$ cat src/ardc_map.svh
`ifndef ARDC_MAP_SVH
`define ARDC_MAP_SVH

// register indices; byte address is four times the index
`define ARDC_IDX_PRIMARY_TX      6'h0d
`define ARDC_IDX_SECONDARY_IF    6'h0e
`define ARDC_IDX_DAC_INPUT       6'h0f
`define ARDC_IDX_DAC_MIX         6'h10
`define ARDC_IDX_DAC_DEEMPH      6'h11
`define ARDC_IDX_DAC1_SOURCE     6'h0c
`define ARDC_IDX_STATUS          6'h20

// reset values
`define ARDC_RST_PRIMARY_TX      9'h08a
`define ARDC_RST_SECONDARY_IF    9'h00a
`define ARDC_RST_DAC_INPUT       9'h0e4
`define ARDC_RST_DAC_MIX         9'h009
`define ARDC_RST_DAC_DEEMPH      9'h000
`define ARDC_RST_DAC1_SOURCE     9'h180

// field positions shared by both audio interfaces
`define ARDC_F_FMT               1:0
`define ARDC_F_WL                3:2
`define ARDC_B_FRAME             4
`define ARDC_B_BITCLK            5
`define ARDC_B_ENABLE            6
`define ARDC_F_SRC               8:7
// dac fields
`define ARDC_B_RX_MODE           8
`define ARDC_F_MIX               3:0
`define ARDC_F_ZSRC              6:4
`define ARDC_B_AUTOMUTE          7
`define ARDC_F_DEEMPH            3:0
`define ARDC_B_DEEMPH_ALL        4
`define ARDC_F_DAC1_SRC          8:7

// codes
`define ARDC_FMT_DSP             2'h3
`define ARDC_SRC_SPDIF           2'h0
`define ARDC_ZSRC_ALL            3'h0
`define ARDC_ZSRC_DAC4           3'h4
`define ARDC_RESP_OKAY           2'h0
`define ARDC_RESP_SLVERR         2'h2

`endif

$ cat src/ardc_pkg.sv
package ardc_pkg;

	typedef struct packed {
		logic [1:0] format_sel;
		logic [1:0] word_len;
		logic [5:0] word_bits;
		logic       frame_invert;
		logic       dsp_mode_b;
		logic       bitclk_invert;
		logic       active;
		logic [1:0] source;
	} ardc_aif_cfg_s;

	typedef struct packed {
		logic [1:0] dac1_input_sel;
		logic [1:0] dac2_input_sel;
		logic [1:0] dac3_input_sel;
		logic [1:0] dac4_input_sel;
		logic [1:0] dac1_source_sel;
		logic       spdif_to_dac_mode;
		logic       osr_from_spdif;
		logic       dacs_from_primary;
		logic [2:0] dac_powerdown;
	} ardc_dac_route_s;

endpackage : ardc_pkg

$ cat src/ardc_aif_cfg.sv
`timescale 1ns/1ps
`include "ardc_map.svh"

module ardc_aif_cfg (
	input  wire logic                  sys_clk,
	input  wire logic                  sys_rst,
	input  wire logic [8:0]            raw,
	input  wire logic                  has_enable,
	output ardc_pkg::ardc_aif_cfg_s    cfg
);

	logic is_dsp;
	assign is_dsp = (raw[`ARDC_F_FMT] == `ARDC_FMT_DSP);

	always_ff @(posedge sys_clk or posedge sys_rst) begin
		if (sys_rst) begin
			cfg <= '0;
		end else begin
			cfg.format_sel    <= raw[`ARDC_F_FMT];
			cfg.word_len      <= raw[`ARDC_F_WL];
			unique case (raw[`ARDC_F_WL])
				2'h0: cfg.word_bits <= 6'h10;
				2'h1: cfg.word_bits <= 6'h14;
				2'h2: cfg.word_bits <= 6'h18;
				2'h3: cfg.word_bits <= 6'h20;
			endcase
			// one bit, two meanings by format
			cfg.frame_invert  <= raw[`ARDC_B_FRAME] & ~is_dsp;
			cfg.dsp_mode_b    <= raw[`ARDC_B_FRAME] & is_dsp;
			cfg.bitclk_invert <= raw[`ARDC_B_BITCLK];
			cfg.active        <= ~has_enable | raw[`ARDC_B_ENABLE];
			cfg.source        <= raw[`ARDC_F_SRC];
		end
	end

endmodule : ardc_aif_cfg

$ cat src/ardc_mixer.sv
`timescale 1ns/1ps

module ardc_mixer #(
	parameter int WIDTH = 24
) (
	input  wire logic                     sys_clk,
	input  wire logic                     sys_rst,
	input  wire logic [3:0]               mix_code,
	input  wire logic                     in_valid,
	input  wire logic signed [WIDTH-1:0]  in_left,
	input  wire logic signed [WIDTH-1:0]  in_right,
	output logic                          out_valid,
	output logic signed [WIDTH-1:0]       out_left,
	output logic signed [WIDTH-1:0]       out_right
);

	if (WIDTH < 2) begin : g_bad_width
		$error("ardc_mixer: WIDTH below 2");
	end

	logic signed [WIDTH:0] sum;
	logic signed [WIDTH-1:0] avg;
	assign sum = in_left + in_right;
	// full-width sum first so the average cannot overflow
	assign avg = sum[WIDTH:1];

	function automatic logic signed [WIDTH-1:0] pick(input logic [1:0] c);
		unique case (c)
			2'h0: pick = '0;
			2'h1: pick = in_left;
			2'h2: pick = in_right;
			2'h3: pick = avg;
		endcase
	endfunction : pick

	always_ff @(posedge sys_clk or posedge sys_rst) begin
		if (sys_rst) begin
			out_valid <= 1'b0;
			out_left  <= '0;
			out_right <= '0;
		end else begin
			out_valid <= in_valid;
			if (in_valid) begin
				out_left  <= pick(mix_code[1:0]);
				out_right <= pick(mix_code[3:2]);
			end
		end
	end

endmodule : ardc_mixer

$ cat src/ardc_top.sv
// The AXI4-Lite register port was decided locally.
`timescale 1ns/1ps
`include "ardc_map.svh"

// Operation
// - primary tx format code, resets to I2S
// - primary tx word length code, resets 24
// - bit 4 inverts frame or picks DSP B
// - bit 5 inverts bit clock, resets off
// - primary tx source code, resets ADC
// - secondary interface active only when enabled
// - secondary format and length share primary codes
// - secondary tx source code, resets S/PDIF
// - four DAC input selectors, reset one-to-one
// - S/PDIF to DAC1 mode powers or reroutes
// - three-bit zero flag source, rest force zero
// - automute on infinite zero when bit set
// - per-DAC de-emphasis enable bits
// - global de-emphasis bit enables every DAC
// - DAC1 source code, 00 selects S/PDIF
module ardc_top #(
	parameter int ADDR_W   = 8,
	parameter int SAMPLE_W = 24
) (
	input  wire logic                       sys_clk,
	input  wire logic                       sys_rst,
	input  wire logic [ADDR_W-1:0]          s_axi_awaddr,
	input  wire logic                       s_axi_awvalid,
	output logic                            s_axi_awready,
	input  wire logic [31:0]                s_axi_wdata,
	input  wire logic [3:0]                 s_axi_wstrb,
	input  wire logic                       s_axi_wvalid,
	output logic                            s_axi_wready,
	output logic [1:0]                      s_axi_bresp,
	output logic                            s_axi_bvalid,
	input  wire logic                       s_axi_bready,
	input  wire logic [ADDR_W-1:0]          s_axi_araddr,
	input  wire logic                       s_axi_arvalid,
	output logic                            s_axi_arready,
	output logic [31:0]                     s_axi_rdata,
	output logic [1:0]                      s_axi_rresp,
	output logic                            s_axi_rvalid,
	input  wire logic                       s_axi_rready,
	input  wire logic [3:0]                 dac_zero,
	input  wire logic                       sample_valid,
	input  wire logic signed [SAMPLE_W-1:0] sample_left,
	input  wire logic signed [SAMPLE_W-1:0] sample_right,
	output ardc_pkg::ardc_aif_cfg_s         primary_cfg,
	output ardc_pkg::ardc_aif_cfg_s         secondary_cfg,
	output ardc_pkg::ardc_dac_route_s       dac_route,
	output logic                            mix_valid,
	output logic signed [SAMPLE_W-1:0]      mix_left,
	output logic signed [SAMPLE_W-1:0]      mix_right,
	output logic                            zero_flag_out,
	output logic [3:0]                      dac_automute,
	output logic [3:0]                      dac_deemph_en
);

	if (ADDR_W < 8) begin : g_bad_addr_w
		$error("ardc_top: ADDR_W below 8");
	end

	logic [8:0] primary_tx_format;
	logic [8:0] secondary_if_format;
	logic [8:0] dac_input_select;
	logic [8:0] dac_mix_zero_flag;
	logic [8:0] dac_deemphasis;
	logic [8:0] dac1_source_ctrl;

	// ---------------- write channel ----------------
	logic       aw_full;
	logic       w_full;
	logic [5:0] aw_idx;
	logic [8:0] w_data;
	logic [1:0] w_strb;
	logic       aw_take;
	logic       w_take;
	logic       do_write;
	logic       next_aw_full;
	logic       next_w_full;
	logic       wr_hit;

	assign aw_take  = s_axi_awvalid & s_axi_awready;
	assign w_take   = s_axi_wvalid & s_axi_wready;
	// one write in flight: the next waits for its response
	assign do_write = aw_full & w_full & ~s_axi_bvalid;
	assign next_aw_full = ~do_write & (aw_full | aw_take);
	assign next_w_full  = ~do_write & (w_full | w_take);

	always_ff @(posedge sys_clk or posedge sys_rst) begin
		if (sys_rst) begin
			aw_full       <= 1'b0;
			w_full        <= 1'b0;
			s_axi_awready <= 1'b0;
			s_axi_wready  <= 1'b0;
			aw_idx        <= 6'h00;
			w_data        <= 9'h000;
			w_strb        <= 2'h0;
		end else begin
			aw_full       <= next_aw_full;
			w_full        <= next_w_full;
			s_axi_awready <= ~next_aw_full;
			s_axi_wready  <= ~next_w_full;
			if (aw_take) begin
				aw_idx <= s_axi_awaddr[7:2];
			end
			if (w_take) begin
				w_data <= s_axi_wdata[8:0];
				w_strb <= s_axi_wstrb[1:0];
			end
		end
	end

	always_comb begin
		unique case (aw_idx)
			`ARDC_IDX_PRIMARY_TX,
			`ARDC_IDX_SECONDARY_IF,
			`ARDC_IDX_DAC_INPUT,
			`ARDC_IDX_DAC_MIX,
			`ARDC_IDX_DAC_DEEMPH,
			`ARDC_IDX_DAC1_SOURCE: wr_hit = 1'b1;
			default:               wr_hit = 1'b0;
		endcase
	end

	always_ff @(posedge sys_clk or posedge sys_rst) begin
		if (sys_rst) begin
			s_axi_bvalid <= 1'b0;
			s_axi_bresp  <= `ARDC_RESP_OKAY;
		end else if (do_write) begin
			s_axi_bvalid <= 1'b1;
			s_axi_bresp  <= wr_hit ? `ARDC_RESP_OKAY : `ARDC_RESP_SLVERR;
		end else if (s_axi_bready) begin
			s_axi_bvalid <= 1'b0;
		end
	end

	function automatic logic [8:0] merge(input logic [8:0] old_v);
		merge = {w_strb[1] ? w_data[8] : old_v[8],
			w_strb[0] ? w_data[7:0] : old_v[7:0]};
	endfunction : merge

	// ---------------- register file ----------------
	always_ff @(posedge sys_clk or posedge sys_rst) begin
		if (sys_rst) begin
			primary_tx_format   <= `ARDC_RST_PRIMARY_TX;
			secondary_if_format <= `ARDC_RST_SECONDARY_IF;
			dac_input_select    <= `ARDC_RST_DAC_INPUT;
			dac_mix_zero_flag   <= `ARDC_RST_DAC_MIX;
			dac_deemphasis      <= `ARDC_RST_DAC_DEEMPH;
			dac1_source_ctrl    <= `ARDC_RST_DAC1_SOURCE;
		end else if (do_write) begin
			unique case (aw_idx)
				`ARDC_IDX_PRIMARY_TX: begin
					// bit 6 unused here, kept at zero
					primary_tx_format <= merge(primary_tx_format) & 9'h1bf;
				end
				`ARDC_IDX_SECONDARY_IF: begin
					secondary_if_format <= merge(secondary_if_format);
				end
				`ARDC_IDX_DAC_INPUT: begin
					dac_input_select <= merge(dac_input_select);
				end
				`ARDC_IDX_DAC_MIX: begin
					dac_mix_zero_flag <= merge(dac_mix_zero_flag) & 9'h0ff;
				end
				`ARDC_IDX_DAC_DEEMPH: begin
					dac_deemphasis <= merge(dac_deemphasis) & 9'h01f;
				end
				`ARDC_IDX_DAC1_SOURCE: begin
					dac1_source_ctrl <= merge(dac1_source_ctrl) & 9'h180;
				end
				default: begin
				end
			endcase
		end
	end

	// ---------------- read channel ----------------
	logic [31:0] rd_word;
	logic        rd_hit;
	logic [5:0]  ar_idx;
	assign ar_idx = s_axi_araddr[7:2];

	always_comb begin
		rd_word = 32'h0000_0000;
		rd_hit  = 1'b1;
		unique case (ar_idx)
			`ARDC_IDX_PRIMARY_TX:   rd_word[8:0] = primary_tx_format;
			`ARDC_IDX_SECONDARY_IF: rd_word[8:0] = secondary_if_format;
			`ARDC_IDX_DAC_INPUT:    rd_word[8:0] = dac_input_select;
			`ARDC_IDX_DAC_MIX:      rd_word[8:0] = dac_mix_zero_flag;
			`ARDC_IDX_DAC_DEEMPH:   rd_word[8:0] = dac_deemphasis;
			`ARDC_IDX_DAC1_SOURCE:  rd_word[8:0] = dac1_source_ctrl;
			`ARDC_IDX_STATUS: begin
				rd_word[8:0] = {dac_route.dac_powerdown, dac_automute,
					secondary_cfg.active, zero_flag_out};
			end
			default: rd_hit = 1'b0;
		endcase
	end

	always_ff @(posedge sys_clk or posedge sys_rst) begin
		if (sys_rst) begin
			s_axi_arready <= 1'b0;
			s_axi_rvalid  <= 1'b0;
			s_axi_rdata   <= 32'h0000_0000;
			s_axi_rresp   <= `ARDC_RESP_OKAY;
		end else if (s_axi_arvalid & s_axi_arready) begin
			s_axi_arready <= 1'b0;
			s_axi_rvalid  <= 1'b1;
			s_axi_rdata   <= rd_word;
			s_axi_rresp   <= rd_hit ? `ARDC_RESP_OKAY : `ARDC_RESP_SLVERR;
		end else if (s_axi_rvalid) begin
			if (s_axi_rready) begin
				s_axi_rvalid  <= 1'b0;
				s_axi_arready <= 1'b1;
			end
		end else begin
			s_axi_arready <= 1'b1;
		end
	end

	// ---------------- audio interface setup ----------------
	ardc_aif_cfg u_primary (
		.sys_clk    (sys_clk),
		.sys_rst    (sys_rst),
		.raw        (primary_tx_format),
		.has_enable (1'b0),
		.cfg        (primary_cfg)
	);

	ardc_aif_cfg u_secondary (
		.sys_clk    (sys_clk),
		.sys_rst    (sys_rst),
		.raw        (secondary_if_format),
		.has_enable (1'b1),
		.cfg        (secondary_cfg)
	);

	// ---------------- dac routing ----------------
	logic spdif_feed;
	logic rx_mode;
	assign spdif_feed = dac1_source_ctrl[`ARDC_F_DAC1_SRC] == `ARDC_SRC_SPDIF;
	assign rx_mode    = dac_input_select[`ARDC_B_RX_MODE];

	always_ff @(posedge sys_clk or posedge sys_rst) begin
		if (sys_rst) begin
			dac_route <= '0;
		end else begin
			dac_route.dac1_input_sel    <= dac_input_select[1:0];
			dac_route.dac2_input_sel    <= dac_input_select[3:2];
			dac_route.dac3_input_sel    <= dac_input_select[5:4];
			dac_route.dac4_input_sel    <= dac_input_select[7:6];
			dac_route.dac1_source_sel   <=
				dac1_source_ctrl[`ARDC_F_DAC1_SRC];
			dac_route.spdif_to_dac_mode <= rx_mode;
			// powering down only applies while S/PDIF feeds DAC1
			dac_route.osr_from_spdif    <= spdif_feed & ~rx_mode;
			dac_route.dac_powerdown     <= {3{spdif_feed & ~rx_mode}};
			dac_route.dacs_from_primary <= spdif_feed & rx_mode;
		end
	end

	// ---------------- zero flag, automute, de-emphasis ----------------
	logic [2:0] zsrc;
	logic       izd_on;
	assign zsrc   = dac_mix_zero_flag[`ARDC_F_ZSRC];
	assign izd_on = dac_mix_zero_flag[`ARDC_B_AUTOMUTE];

	always_ff @(posedge sys_clk or posedge sys_rst) begin
		if (sys_rst) begin
			zero_flag_out <= 1'b0;
		end else if (zsrc == `ARDC_ZSRC_ALL) begin
			zero_flag_out <= &dac_zero;
		end else if (zsrc <= `ARDC_ZSRC_DAC4) begin
			zero_flag_out <= dac_zero[zsrc[1:0] - 2'h1];
		end else begin
			zero_flag_out <= 1'b0;
		end
	end

	always_ff @(posedge sys_clk or posedge sys_rst) begin
		if (sys_rst) begin
			dac_automute <= 4'h0;
		end else begin
			dac_automute <= dac_zero & {4{izd_on}};
		end
	end

	always_ff @(posedge sys_clk or posedge sys_rst) begin
		if (sys_rst) begin
			dac_deemph_en <= 4'h0;
		end else begin
			dac_deemph_en <= dac_deemphasis[`ARDC_F_DEEMPH]
				| {4{dac_deemphasis[`ARDC_B_DEEMPH_ALL]}};
		end
	end

	ardc_mixer #(
		.WIDTH (SAMPLE_W)
	) u_mixer (
		.sys_clk   (sys_clk),
		.sys_rst   (sys_rst),
		.mix_code  (dac_mix_zero_flag[`ARDC_F_MIX]),
		.in_valid  (sample_valid),
		.in_left   (sample_left),
		.in_right  (sample_right),
		.out_valid (mix_valid),
		.out_left  (mix_left),
		.out_right (mix_right)
	);

	// ---------------- checks ----------------
	property p_ptx_fmt;
		@(posedge sys_clk) disable iff (sys_rst)
		// first edge after release still shows the reset outputs
		!$past(sys_rst)
		|-> primary_cfg.format_sel == $past(primary_tx_format[1:0]);
	endproperty
	a_ptx_fmt: assert property (p_ptx_fmt)
		else $error("primary format not followed");

	property p_ptx_wl;
		@(posedge sys_clk) disable iff (sys_rst)
		primary_tx_format[3:2] == 2'h3 |=> primary_cfg.word_bits == 6'h20;
	endproperty
	a_ptx_wl: assert property (p_ptx_wl)
		else $error("32-bit word length not decoded");

	property p_dsp_b;
		@(posedge sys_clk) disable iff (sys_rst)
		(primary_tx_format[1:0] == 2'h3 && primary_tx_format[4])
		|=> primary_cfg.dsp_mode_b && !primary_cfg.frame_invert;
	endproperty
	a_dsp_b: assert property (p_dsp_b)
		else $error("dsp mode b wrong");

	property p_bclk;
		@(posedge sys_clk) disable iff (sys_rst)
		##1 secondary_cfg.bitclk_invert == $past(secondary_if_format[5]);
	endproperty
	a_bclk: assert property (p_bclk)
		else $error("bit clock polarity wrong");

	property p_src;
		@(posedge sys_clk) disable iff (sys_rst)
		!$past(sys_rst)
		|-> primary_cfg.source == $past(primary_tx_format[8:7]);
	endproperty
	a_src: assert property (p_src)
		else $error("primary source wrong");

	property p_sec_off;
		@(posedge sys_clk) disable iff (sys_rst)
		!secondary_if_format[6] |=> !secondary_cfg.active;
	endproperty
	a_sec_off: assert property (p_sec_off)
		else $error("secondary active while disabled");

	property p_pd;
		@(posedge sys_clk) disable iff (sys_rst)
		(spdif_feed && !rx_mode) |=> dac_route.dac_powerdown == 3'h7;
	endproperty
	a_pd: assert property (p_pd)
		else $error("dacs 2-4 not powered down");

	property p_no_pd;
		@(posedge sys_clk) disable iff (sys_rst)
		!spdif_feed |=> dac_route.dac_powerdown == 3'h0
			&& !dac_route.dacs_from_primary;
	endproperty
	a_no_pd: assert property (p_no_pd)
		else $error("powerdown without S/PDIF source");

	property p_mute;
		@(posedge sys_clk) disable iff (sys_rst)
		(sample_valid && dac_mix_zero_flag[3:0] == 4'h0)
		|=> mix_valid && mix_left == 0 && mix_right == 0;
	endproperty
	a_mute: assert property (p_mute)
		else $error("mute code did not mute");

	property p_zf;
		@(posedge sys_clk) disable iff (sys_rst)
		zsrc > `ARDC_ZSRC_DAC4 |=> !zero_flag_out;
	endproperty
	a_zf: assert property (p_zf)
		else $error("zero flag not forced low");

	property p_am;
		@(posedge sys_clk) disable iff (sys_rst)
		!izd_on |=> dac_automute == 4'h0;
	endproperty
	a_am: assert property (p_am)
		else $error("automute while disabled");

	property p_de;
		@(posedge sys_clk) disable iff (sys_rst)
		dac_deemphasis[4] |=> dac_deemph_en == 4'hf;
	endproperty
	a_de: assert property (p_de)
		else $error("global de-emphasis ignored");

endmodule : ardc_top

$ cat config.mk
export PLATFORM = sky130hd
export DESIGN_NAME = ardc_top
export DESIGN_NICKNAME = d
export VERILOG_FILES = /design/src/ardc_pkg.sv /design/src/ardc_aif_cfg.sv /design/src/ardc_mixer.sv /design/src/ardc_top.sv
export VERILOG_INCLUDE_DIRS = /design/src
export SDC_FILE = /design/constraint.sdc
export NUM_CORES = 1
export LEC_CHECK = 0
export BUFFER_PORTS_ARGS = -buffer_cell sky130_fd_sc_hd__buf_2
export CAP_MARGIN = 20
export CORE_MARGIN = 2
export CORE_UTILIZATION = 35
export DETAILED_ROUTE_END_ITERATION = 10
export HOLD_SLACK_MARGIN = 0.06
export PLACE_DENSITY = 0.61
export SETUP_SLACK_MARGIN = 0.1
export SLEW_MARGIN = 0
export SYNTH_ARGS = -nofsm -noshare
export SYNTH_HDL_FRONTEND = slang
export SYNTH_SLANG_ARGS = --single-unit
export TNS_END_PERCENT = 30
$ cat constraint.sdc
create_clock -name sys_clk -period 7.1 [get_ports sys_clk]
set_input_delay 0.71 -clock sys_clk [delete_from_list [all_inputs] [get_ports sys_clk]]
set_output_delay 0.71 -clock sys_clk [all_outputs]
set_load 0.02 [all_outputs]
* Yosys cells after proc, flatten, opt, wreduce, memory -nomap -nowiden
Cells that the tools add are included.
** Word-level totals
- Logic and storage cells :: 151
- Flip-flop bits (word level) :: 182
- Bits of input ports :: 112
- Output and inout port bits :: 147
** Operators by class
- Reduce and logical (&&, ||, !) cells :: 20
- Eq/ne operators :: 28
- Bitwise gates (word level) :: 24
- Muxes and demuxes :: 21
- Add/subtract/negate cells :: 2
- Order comparisons :: 2
** Operator list (count)
- 24-bit one-hot mux with 4 select lines :: 2
- 9-bit one-hot mux with 7 select lines :: 1
- 6-bit by 4-bit equality test with 1-bit output, second input constant :: 8
- 6-bit one-hot mux with 4 select lines :: 2
- 3-bit AND reduction :: 10
- 24-bit by 24-bit adder with 25-bit output :: 1
- 6-bit by 5-bit equality test with 1-bit output, second input constant :: 4
- 2-bit equality test, second input constant :: 10
- 1-bit bitwise AND :: 13
- 1-bit two-way mux :: 13
- 2-bit logical NOT :: 5
- 2-bit by 1-bit equality test with 1-bit output, second input constant :: 4
- 1-bit inverter :: 7
- 7-bit OR reduction :: 1
- 6-bit equality test, second input constant :: 1
- 6-bit OR reduction :: 1
- 4-bit bitwise AND :: 1
- 2-bit two-way mux :: 2
- 4-bit OR :: 1
- 4-bit AND reduction :: 1
- 3-bit less-or-equal comparator, second input constant :: 1
- 3-bit logical NOT :: 1
- 2-bit by 3-bit < comparator with 1-bit output, second input constant :: 1
- 3-bit by 1-bit != test with 1-bit output, second input constant :: 1
- 4 further kinds :: 5

* Logic depth before layout (Yosys ltp)
Gate-level depths: netlist (run 1).
- Depth after elaboration :: 5
- Depth in mapped cells :: 9
- Mapped depth without buffers :: 9

* Modules after synthesis
A second synthesis (run 1) with hierarchy kept.
** Unflattened totals
- Cells, all modules :: 839
- Area total of the unflattened synthesis :: 8798.4 um^2
** By module, submodules not included
- ardc_top :: cells an instance 328, instances 1, area each 4239.1 um^2
- ardc_mixer :: cells an instance 461, instances 1, area each 3721.1 um^2
- ardc_aif_cfg :: cells an instance 25, instances 2, area each 419.2 um^2

* Least setup slack after synthesis (run 1)
Ideal clock, no wire load.
- Path kind :: input to register
- Start :: input port sample_left[0]
- End :: register u_mixer.out_left[23]
- Required time :: 6.990 ns
- Setup slack :: 4.389 ns
- Stages on the path :: 9
- Buffers on the path :: 0
- Data arrival time :: 2.601 ns
- Cells stage by stage :: and2_1 -> fa_1 -> a21oi_1 -> o211ai_1 -> a31oi_2 -> o2111ai_2 -> a41oi_1 -> nor2_1 -> o41ai_1
** On the way
- Word-level cells in the longest chain between the ends :: 2
** Ends and longest elaborated chain
- start, declared :: line ardc_top.sv:46 : input wire logic signed [SAMPLE_W-1:0] sample_left,
- 24-bit by 24-bit adder with 25-bit output :: line ardc_mixer.sv:23 : assign sum = in_left + in_right;
- 24-bit one-hot mux with 4 select lines :: line ardc_mixer.sv:28 : unique case (c)
- end signal, assigned :: line ardc_mixer.sv:44 : out_left <= pick(mix_code[1:0]);
- end, declared :: line ardc_mixer.sv:13 : output logic signed [WIDTH-1:0] out_left,
No other way between the ends.
A chain may end at the register's enable or synchronous reset.

* Worst setup path after layout (run 1)
Same ends and word-level chain as after synthesis.

==> impl_metrics.csv, run 1 <==
group,metric,value,unit
power,power.ir.vdd_worst,178,uV
grt,global_route_wire_length_before_repair,38.9,mm
yosys,synthDominantCellAreaShare,45.0,%
clock_tree,cts_tree,"done",
grt,global_route.usage.met1,25.0,%
yosys,syn_avg_cell_area,10.4,sq um
grt,globalRouteMet3Util,5.15,%
yosys,number_of_flops_mapped_to_enable_cells_by_yosys,0,
route,drt_drc,0,
layout,layout.cells.non_filler,1389,
power,p_leak,0.00521,uW
yosys,synth.top_cells.by_area,"dfrtp_1 (45%), mux2_2 (8.4%), a21oi_1 (3.9%)",
yosys,yosysSeqAreaShare,48.8,%
clock_tree,numCtsBuffers,17,
yosys,yosys_most_used_dff,"dfrtp_1",
setup_path,start_kind,"input pin",
sta,timing_worst_slew_pin_value,1.01,ns
route,drt-initial-drc-count,605,
grt,grt_pass1_vias,6966,
sta,worst_clock_skew,0.0191,ns
clock_tree,worstSkewPairLatency,0.45,ns
die,initial_core_util,35.7,%
layout,area_delta_synth_final,20.5,%
route,viasPerCell,5.32,
clock_tree,cts-htree-levels,4,
layout,drive_above_1_share,32.5,%
setup_path,endpoint_kind,"flip-flop",
grt,met2_track_usage_gr,30.0,%
clock_tree,clock_path_buffers,2,
grt,groute.usage.overall,18.8,%
grt,largest_net_degree_at_the_start_of_global_routing,90,
die,die_x,164,um
yosys,synth.yosys.warnings,0,
layout,finish.utilization,42.9,%
sta,fin_hold_ws,0.395,ns
setup_path,critPathKind,"input pin to flip-flop",
grt,grt_busiest_layer,"met2",
yosys,synth.cells.most_frequent,"dfrtp_1 (162), a21oi_1 (71), nor2_1 (71), mux2_2 (67), nand2_1 (58)",
yosys,synth_top_area_cell,"dfrtp_1",
clock_tree,cts.sinks,175,
yosys,ys_seq_elements,175,
route,antenna_violating_nets_post_route,0,
die,die_h,164,um
yosys,synth.most_common_cell,"dfrtp_1",
yosys,postSynthCellCount,863,
grt,global_route.overflow_total,0,
placement,dp_hpwl,17.9,mm
clock_tree,hold_buffers,0,
placement,dpl-instance-area,10200,sq um
layout,fin_area,10800,sq um
yosys,synth_area,9000,sq um
sta,max-slew-margin-rel,32.5,%
placement,post-place-cells,1354,
clock_tree,ctsResizeCount,0,
route,wirelength,25.5,mm
yosys,ys_async_sr_fraction,100,%
setup_path,critPathArrivalTime,3.26,ns
sta,period_needed,2.94,ns
sta,fmaxAchievable,340,MHz
placement,gpl.final_weighted_congestion,0.855,
layout,fin_nets,1182,
min_path,hold_path.class,"input pin to asynchronous set/reset pin",
placement,port_buffer_count,200,
route,drt_pre_antenna_iters,6,
die,core_area,25300,sq um
clock_tree,clock_tree.root_cell,"clkbuf_16",
die,row_count,58,
sta,timing.final.max_slew_violations,0,
sta,grt_setup_unrepaired,"no",
route,num_vias,7394,
grt,antenna_found_initial,2,
job,max-cap-violations,0,
power,pwr_density_cell,339,nW/um^2
sta,timing_hold_violations_final,0,
sta,min_period_over_period,41.4,%
clock_tree,post_cts_buffers,0,
route,avgRoutedWirePerCell,18.3,um
sta,setup-violations-final,0,
yosys,synth_cell_types,68,
setup_path,cp.required,7.42,ns
sta,tns,0,ns
status,run_status,"finished, final reports clean",
clock_tree,clock_transition_at_the_register_clock_pins_on_the_worst_setup_and_hold_paths_after_cts,0.08,ns
die,boundaryPins,259,
die,floorplan.die_area,27000,sq um
setup_path,critPathMaxFanout,4,
[stage by stage]
stage / setup slack (ns) / power, uW
final: 4.16 / 3680
after detailed placement: 3.72 / 2700
after global placement: 3.78 / 2670
after floorplan: 1.67 / 2290
after global routing: 3.98 / 3900
after CTS: 4.18 / 3710
[layout make-up]
type                            count  area (sq um)
Antenna cell                        1          2.50
Clock buffer                       17           425
Clock inverter                     15           214
Fill cell                        2488         14400
Inverter                           22          87.6
Multi-Input combinational cell    619          4210
Sequential cell                   175          4400
Tap cell                          330           413
Timing Repair Buffer              210          1090
[critical path, cell delays in order]
cell and delay [ns]:
buf_2 0.12, and2_1 0.16, fa_1 0.40, a21oi_1 0.27, o211ai_1 0.19, a31oi_2 0.35, o2111ai_2 0.22, a41oi_1 0.46
nor2_1 0.10, o41ai_1 0.26
[power by group]
part / total, uW / switching (uW) / internal (uW)
Combinational: 1110 / 658 / 452
Clock: 1000 / 507 / 496
Sequential: 1570 / 279 / 1290
Total: 3680 / 1440 / 2240
[logic make-up (layout without fill, tap and decap cells)]
kind of cell / after synthesis / in the layout / share of synthesized area (%)
XOR/XNOR: 20 / 20 / 1.95
AO/OA/AOI/OAI: 229 / 229 / 17.1
buffers and inverters: 97 / 264 / 5.57
adder cells (fa/ha/maj): 25 / 25 / 3.56
other: 2 / 31 / 0.0834
flip-flops: 175 / 175 / 48.8
AND/OR/NAND/NOR: 230 / 230 / 12.3
multiplexers: 85 / 85 / 10.7
[metal layers]
layer,part of all wire [%],up-vias
li1,-,3448
met1,43,3596
met2,46,317
met3,9.0,31
met4,1.6,2
met5,0.051,-
[final timing paths]
path	slack [ns]	startpoint	endpoint	cells after the start
max reg2reg	4.45	dac_mix_zero_flag[0]	u_mixer.out_left[21]	5
min	0.39	sys_rst	u_mixer.out_right[0]	2
max	4.16	sample_left[0]	u_mixer.out_left[23]	10
min in group sys_clk	0.40	dac_input_select[3]	dac_route[13]	0
min reg2reg	0.39	dac_input_select[3]	dac_route[13]	0
max in group asynchronous	5.26	sys_rst	primary_tx_format[7]	4
[flip-flops by register name, summed over array words and instances (netlist names), 13 cells and up]
name	cells
u_primary.cfg	14
u_mixer.out_right	24
dac_route	13
u_mixer.out_left	24
u_secondary.cfg	14
[cells in the final DEF (no fill, tap or decap), types with 11 or more instances in the layout]
cell	instances
clkbuf_16	17
a21oi_1	71
dfrtp_1	162
o21ai_0	35
inv_1	20
nand3_1	12
and2_1	13
buf_2	200
xnor2_1	13
a22oi_1	13
nand2_1	58
nor3_1	23
mux2i_1	16
o22ai_1	11
mux2_2	67
conb_1	30
ha_1	24
dfstp_2	13
a221oi_1	24
a31oi_1	13
nor2_1	71
(Power assumes the default switching activity.)
==> run 2, diff against run 1 <==
Clock period 7.1 ns to 2.9 ns, I/O delays scaled along.
==> run 2 against run 1 <==
Net effect:
- global-route usage up 0.36 points
- flip-flop and latch count is the same
- die area is the same
- sequential share of layout area shrank 0.53 points
- setup slack worse by 3.7 ns
- critical path depth unchanged
- critical endpoint is now u_mixer.out_right[17]
==> impl_metrics.csv, run 2 (same netlist as run 1, synthesis figures left out) <==
group,metric,value,unit
power,comb_power_share,31.7,%
layout,reg.largest.list,"u_mixer.out_left (24), u_mixer.out_right (24)",
sta,worst_clock_skew,0.0179,ns
grt,largest_net_degree_at_the_start_of_global_routing,61,
power,power.ir.vdd_worst,472,uV
route,dr.max_layer_used,"met4",
die,floorplan.die_area,27000,sq um
grt,grt_pass1_vias,7231,
sta,min_period_over_period,84.2,%
layout,finish.utilization,43.5,%
power,p_sw_share,38.6,%
route,num_vias,7448,
route,viasPerCell,5.28,
power,switchingPower,3440,uW
layout,layout.cells.most_common,"buf_2",
power,p_total,8910,uW
layout,area_delta_synth_final,22.0,%
min_path,holdCritStartpoint,"s_axi_wdata[8]",
layout,most-common-layout-cells,"buf_2 (200), dfrtp_1 (162), a21oi_1 (71), nor2_1 (71), mux2_2 (67)",
route,avgRoutedWirePerCell,18.1,um
sta,timing_worst_slew_pin_value,0.764,ns
power,pwr_density_cell,811,nW/um^2
setup_path,critPathMaxFanout,6,
route,met3WireLength,1.99,mm
sta,fin_hold_ws,0.0749,ns
die,row_count,58,
sta,tns,0,ns
min_path,hold_path.class,"input pin to flip-flop",
setup_path,critPathKind,"input pin to flip-flop",
layout,fin_nets,1204,
clock_tree,cts-htree-levels,4,
clock_tree,cts.sinks,175,
power,p_leak,0.00530,uW
sta,max-slew-margin-rel,48.9,%
grt,global_route.overflow_total,0,
die,die_h,164,um
route,drt_pre_antenna_iters,5,
route,routedLengthMet1,11.3,mm
die,boundaryPins,259,
power,seqPwrFrac,42.3,%
placement,gpl.final_weighted_congestion,0.891,
clock_tree,cts_tree,"done",
power,p_clk_share,26.0,%
placement,post-place-cells,1370,
clock_tree,clock_tree.root_cell,"clkbuf_16",
layout,drive_above_1_share,33.1,%
setup_path,critPathArrivalTime,2.74,ns
clock_tree,clock_path_buffers,2,
route,antenna_violating_nets_post_route,0,
status,run_status,"finished, final reports clean",
sta,period_needed,2.44,ns
grt,groute.usage.overall,19.2,%
clock_tree,clock_transition_at_the_register_clock_pins_on_the_worst_setup_and_hold_paths_after_cts,0.08,ns
setup_path,reg_to_reg_start,"aw_idx[5]",
clock_tree,ctsResizeCount,0,
die,die_x,164,um
route,drt_drc,0,
setup_path,critical_path.startpoint,"sample_left[0]",
sta,fmaxAchievable,410,MHz
job,max-cap-violations,0,
sta,timing.final.max_slew_violations,0,
die,core_area,25300,sq um
sta,grt_setup_unrepaired,"no",
placement,dp_hpwl,18.8,mm
sta,timing_hold_violations_final,0,
layout,layout.cells.non_filler,1410,
clock_tree,worstSkewPairLatency,0.45,ns
setup_path,cp.required,3.20,ns
grt,global_route_wire_length_before_repair,39.9,mm
clock_tree,numCtsBuffers,17,
sta,setup-violations-final,0,
route,met2WireLength,11.6,mm
power,p_int,5470,uW
grt,antenna_found_initial,0,
placement,port_buffer_count,200,
setup_path,start_kind,"input pin",
route,wirelength,25.5,mm
setup_path,endpoint_kind,"flip-flop",
layout,insertedDiodeCount,0,
die,initial_core_util,35.7,%
route,drt-initial-drc-count,679,
run 2: area by class of cell:
| cell class | count | area (sq um) |
|---|---|---|
| repair buffers | 232 | 1290 |
| clock inverters | 15 | 170 |
| well taps | 330 | 413 |
| multi-input cells | 619 | 4210 |
| inverters | 22 | 86.3 |
| clock buffers | 17 | 425 |
| fillers | 2503 | 14300 |
| flip-flops and latches | 175 | 4400 |
run 2: power by group through the flow:
stage / combinational [uW] / sequential, uW / clock [uW]
6_report: 2820 / 3770 / 2320
5_1_grt: 3100 / 3870 / 2470
4_1_cts: 2840 / 3770 / 2370
3_5_place_dp: 2820 / 3810 / 0
3_3_place_gp: 2780 / 3800 / 0
2_1_floorplan: 1600 / 4010 / 0
run 2: routing by layer:
metal	global-route usage [%]	up-vias
met2	29.9	275
met1	26.1	3645
li1	-	3494
met5	0	-
met4	6.13	0
met3	5.02	34
run 2: worst paths after layout:
| kind | end | cells after the start | slack [ns] |
|---|---|---|---|
| max in group asynchronous | primary_tx_format[1] | 4 | 1.54 |
| max | u_mixer.out_right[17] | 10 | 0.46 |
| min in group asynchronous | u_mixer.out_right[2] | 3 | 0.48 |
| max reg2reg | primary_tx_format[2] | 4 | 0.87 |
| min | w_data[8] | 2 | 0.07 |
| min reg2reg | dac_route[14] | 0 | 0.40 |
run 2: stage by stage:
step                      area (sq um)  setup slack, ns
after floorplan                   9110            0.382
after global placement           10300           0.0507
after detailed placement         10300           0.0296
after CTS                        11000            0.471
after global routing             11000            0.291
final                            11000            0.459
run 2: worst max-delay path: stages:
cell	delay, ns
buf_2	0.12
and2_1	0.16
fa_1	0.41
a21oi_1	0.29
o211ai_1	0.20
a31oi_2	0.30
o21ai_1	0.22
o311ai_0	0.50
buf_4	0.20
a21oi_1	0.05
run 2: timing repair:
item | in CTS | in global routing
buffers inserted | 0 | 0
hold buffers | 8 | 0
hold endpoints to repair | 28 | 0
==> run 3, diff against run 2 <==
Settings changed: ABC_AREA set to 1, PLACE_DENSITY 0.61 to 0.6.
Clock period 2.9 ns to 2.5 ns, I/O delays scaled along.
==> run 3 against run 2 <==
Net effect:
- sequential power rose by 10%
- utilization rose by 0.12 points
- total power rose by 22%
- critical path type is now flip-flop to flip-flop
- largest power group unchanged
==> impl_metrics.csv, run 3 <==
group,metric,value,unit
status,run_status,"finished, final reports clean",
layout,fin_nets,1647,
setup_path,worst_r2r_path_depth,5,
yosys,yosysSeqAreaShare,45.7,%
yosys,yosys_most_used_dff,"dfrtp_1",
setup_path,critPathArrivalTime,2.07,ns
power,power.ir.vdd_worst,470,uV
route,drt-initial-drc-count,526,
grt,grt_pass1_vias,8311,
layout,insertedDiodeCount,0,
clock_tree,ctsResizeCount,0,
die,die_h,170,um
route,drt_pre_antenna_iters,5,
placement,dp_hpwl,22.3,mm
route,num_vias,8842,
layout,fin_area,11800,sq um
setup_path,crit_family,"simple AND/OR/NAND/NOR gates",
route,viasPerCell,4.74,
clock_tree,clock_transition_at_the_register_clock_pins_on_the_worst_setup_and_hold_paths_after_cts,0.09,ns
setup_path,start_kind,"flip-flop",
yosys,synth.top_cells.by_area,"dfrtp_1 (42%), nand2_1 (19%), inv_1 (7.2%)",
yosys,ys_async_sr_fraction,100,%
layout,reg.largest.list,"u_mixer.out_left (24), u_mixer.out_right (24)",
sta,fmaxAchievable,579,MHz
clock_tree,worstSkewPairLatency,0.44,ns
clock_tree,cts.sinks,175,
sta,worst_clock_skew,0.0187,ns
layout,layout.cells.non_filler,1864,
grt,antenna_found_initial,0,
yosys,synth_cell_types,46,
layout,multi_input_gate_area,4180,sq um
placement,post-place-cells,1809,
power,pwr_density_cell,927,nW/um^2
clock_tree,cts_tree,"done",
die,boundaryPins,259,
die,floorplan.die_area,28800,sq um
setup_path,endpoint_kind,"flip-flop",
setup_path,timing.reg2reg.setup_slack,0.77,ns
setup_path,critPathMaxStageDelay,0.45,ns
grt,global_route_wire_length_before_repair,45.4,mm
yosys,synth.most_common_cell,"nand2_1",
min_path,holdCritStartpoint,"dac_zero[2]",
yosys,synthDominantCellAreaShare,42.2,%
power,p_leak,0.00667,uW
route,avgRoutedWirePerCell,15.4,um
sta,timing_hold_violations_final,0,
yosys,synth.yosys.warnings,0,
layout,area_delta_synth_final,22.4,%
yosys,synth_top_area_cell,"dfrtp_1",
layout,most-common-layout-cells,"nand2_1 (498), buf_2 (200), inv_1 (184)",
grt,groute.usage.overall,20.4,%
min_path,holdPathEnd,"dac_automute[2]",
sta,max-slew-margin-rel,54.9,%
min_path,cell_count_of_the_worst_hold_path,3,
grt,largest_net_degree_at_the_start_of_global_routing,50,
setup_path,cp_cell_sequence,"inv_1, nand3_2, nor2_4, nand4_1, o21ai_0",
die,core_area,27000,sq um
setup_path,reg2reg_to,"dac_deemphasis[2]",
grt,global_route.overflow_total,0,
clock_tree,clock_tree.root_cell,"clkbuf_16",
die,row_count,60,
setup_path,cp.required,2.84,ns
clock_tree,cts-htree-levels,4,
yosys,syn_avg_cell_area,7.50,sq um
setup_path,critPathKind,"flip-flop to flip-flop",
job,max-cap-violations,0,
setup_path,critPathMaxFanout,10,
layout,finish.utilization,43.6,%
die,die_x,170,um
die,initial_core_util,35.7,%
sta,grt_setup_unrepaired,"no",
clock_tree,clock_path_buffers,2,
sta,period_needed,1.73,ns
sta,timing_worst_slew_pin_value,0.675,ns
layout,regArea,4400,sq um
layout,layout.cells.most_common,"nand2_1",
setup_path,reg_to_reg_start,"s_axi_bvalid",
clock_tree,hold_buffers,23,
clock_tree,post_cts_buffers,0,
sta,timing.final.max_slew_violations,0,
sta,min_period_over_period,69.1,%
layout,drive_above_1_share,19.8,%
sta,setup-violations-final,0,
setup_path,sum_of_buffers_and_inverters_on_the_critical_path,1,
yosys,postSynthCellCount,1282,
layout,fill_cells,2772,
sta,tns,0,ns
route,drt_drc,0,
placement,port_buffer_count,200,
yosys,synth.cells.most_frequent,"nand2_1 (498), inv_1 (185), dfrtp_1 (162), o21ai_0 (68), nand3_1 (62)",
yosys,number_of_flops_mapped_to_enable_cells_by_yosys,0,
route,wirelength,28.8,mm
placement,gpl.final_weighted_congestion,0.941,
setup_path,critical-path-slowest-cell,"nand4_1",
clock_tree,numCtsBuffers,17,
route,antenna_violating_nets_post_route,0,
yosys,ys_seq_elements,175,
yosys,synth_area,9610,sq um
placement,dpl-instance-area,10900,sq um
min_path,hold_path.class,"input pin to flip-flop",
## run 3: area by class of cell
type / instances / share of cell area, %
Tap cell: 341 / 3.63
Timing Repair Buffer: 238 / 11.7
Multi-Input combinational cell: 886 / 35.6
Sequential cell: 175 / 37.4
Clock buffer: 17 / 3.62
Clock inverter: 15 / 1.92
Inverter: 192 / 6.16
## run 3: how the worst max path moves through the flow
stage                                  to  slack, ns  cells after the start            startpoint
detailed placement  u_mixer.out_right[15]       0.42                     15       sample_right[0]
global placement    u_mixer.out_right[15]       0.41                     15        sample_left[0]
global route            dac_deemphasis[3]       0.49                      5          s_axi_bvalid
floorplan                         aw_full       0.02                      1               sys_rst
CTS                  u_mixer.out_right[1]       0.76                      7  dac_mix_zero_flag[3]
finish                  dac_deemphasis[2]       0.77                      5          s_axi_bvalid
## run 3: metrics by stage
stage                     setup slack (ns)  hold slack [ns]  total power (uW)
after floorplan                     0.0220            0.281              6610
after global placement               0.412            0.390              7940
after detailed placement             0.423            0.389              8000
after CTS                            0.755           0.0610             11000
after global routing                 0.492           0.0735             11600
final                                0.772           0.0887             10900
## run 3: metal layers
layer  routed length (um)  track usage (%)
met5                    0                0
met4                  669             6.73
met3                 1490             3.43
met2                12800             31.7
met1                13800             28.9
## run 3: kinds of logic after synthesis
kind of cell	after synthesis	share of synthesized area, %
simple gates	674	29.5
buf+inv	249	11.8
flops	175	45.7
compound gates	150	8.83
fa+ha+maj	25	3.33
xor+xnor	7	0.638
other cells	2	0.0782
## run 3: where the power goes
group          internal (uW)  leakage, uW  switching (uW)
sequential              3630      0.00231             515
clock                   1440     0.000314            1480
combinational           1190      0.00405            2630
total                   6270      0.00667            4630
## run 3: worst min-delay path: cells and delay by family
| kind | cells | cell delay [ns] |
|---|---|---|
| buffers and inverters | 2 | 0.16 |
| and+or+nand+nor | 1 | 0.07 |
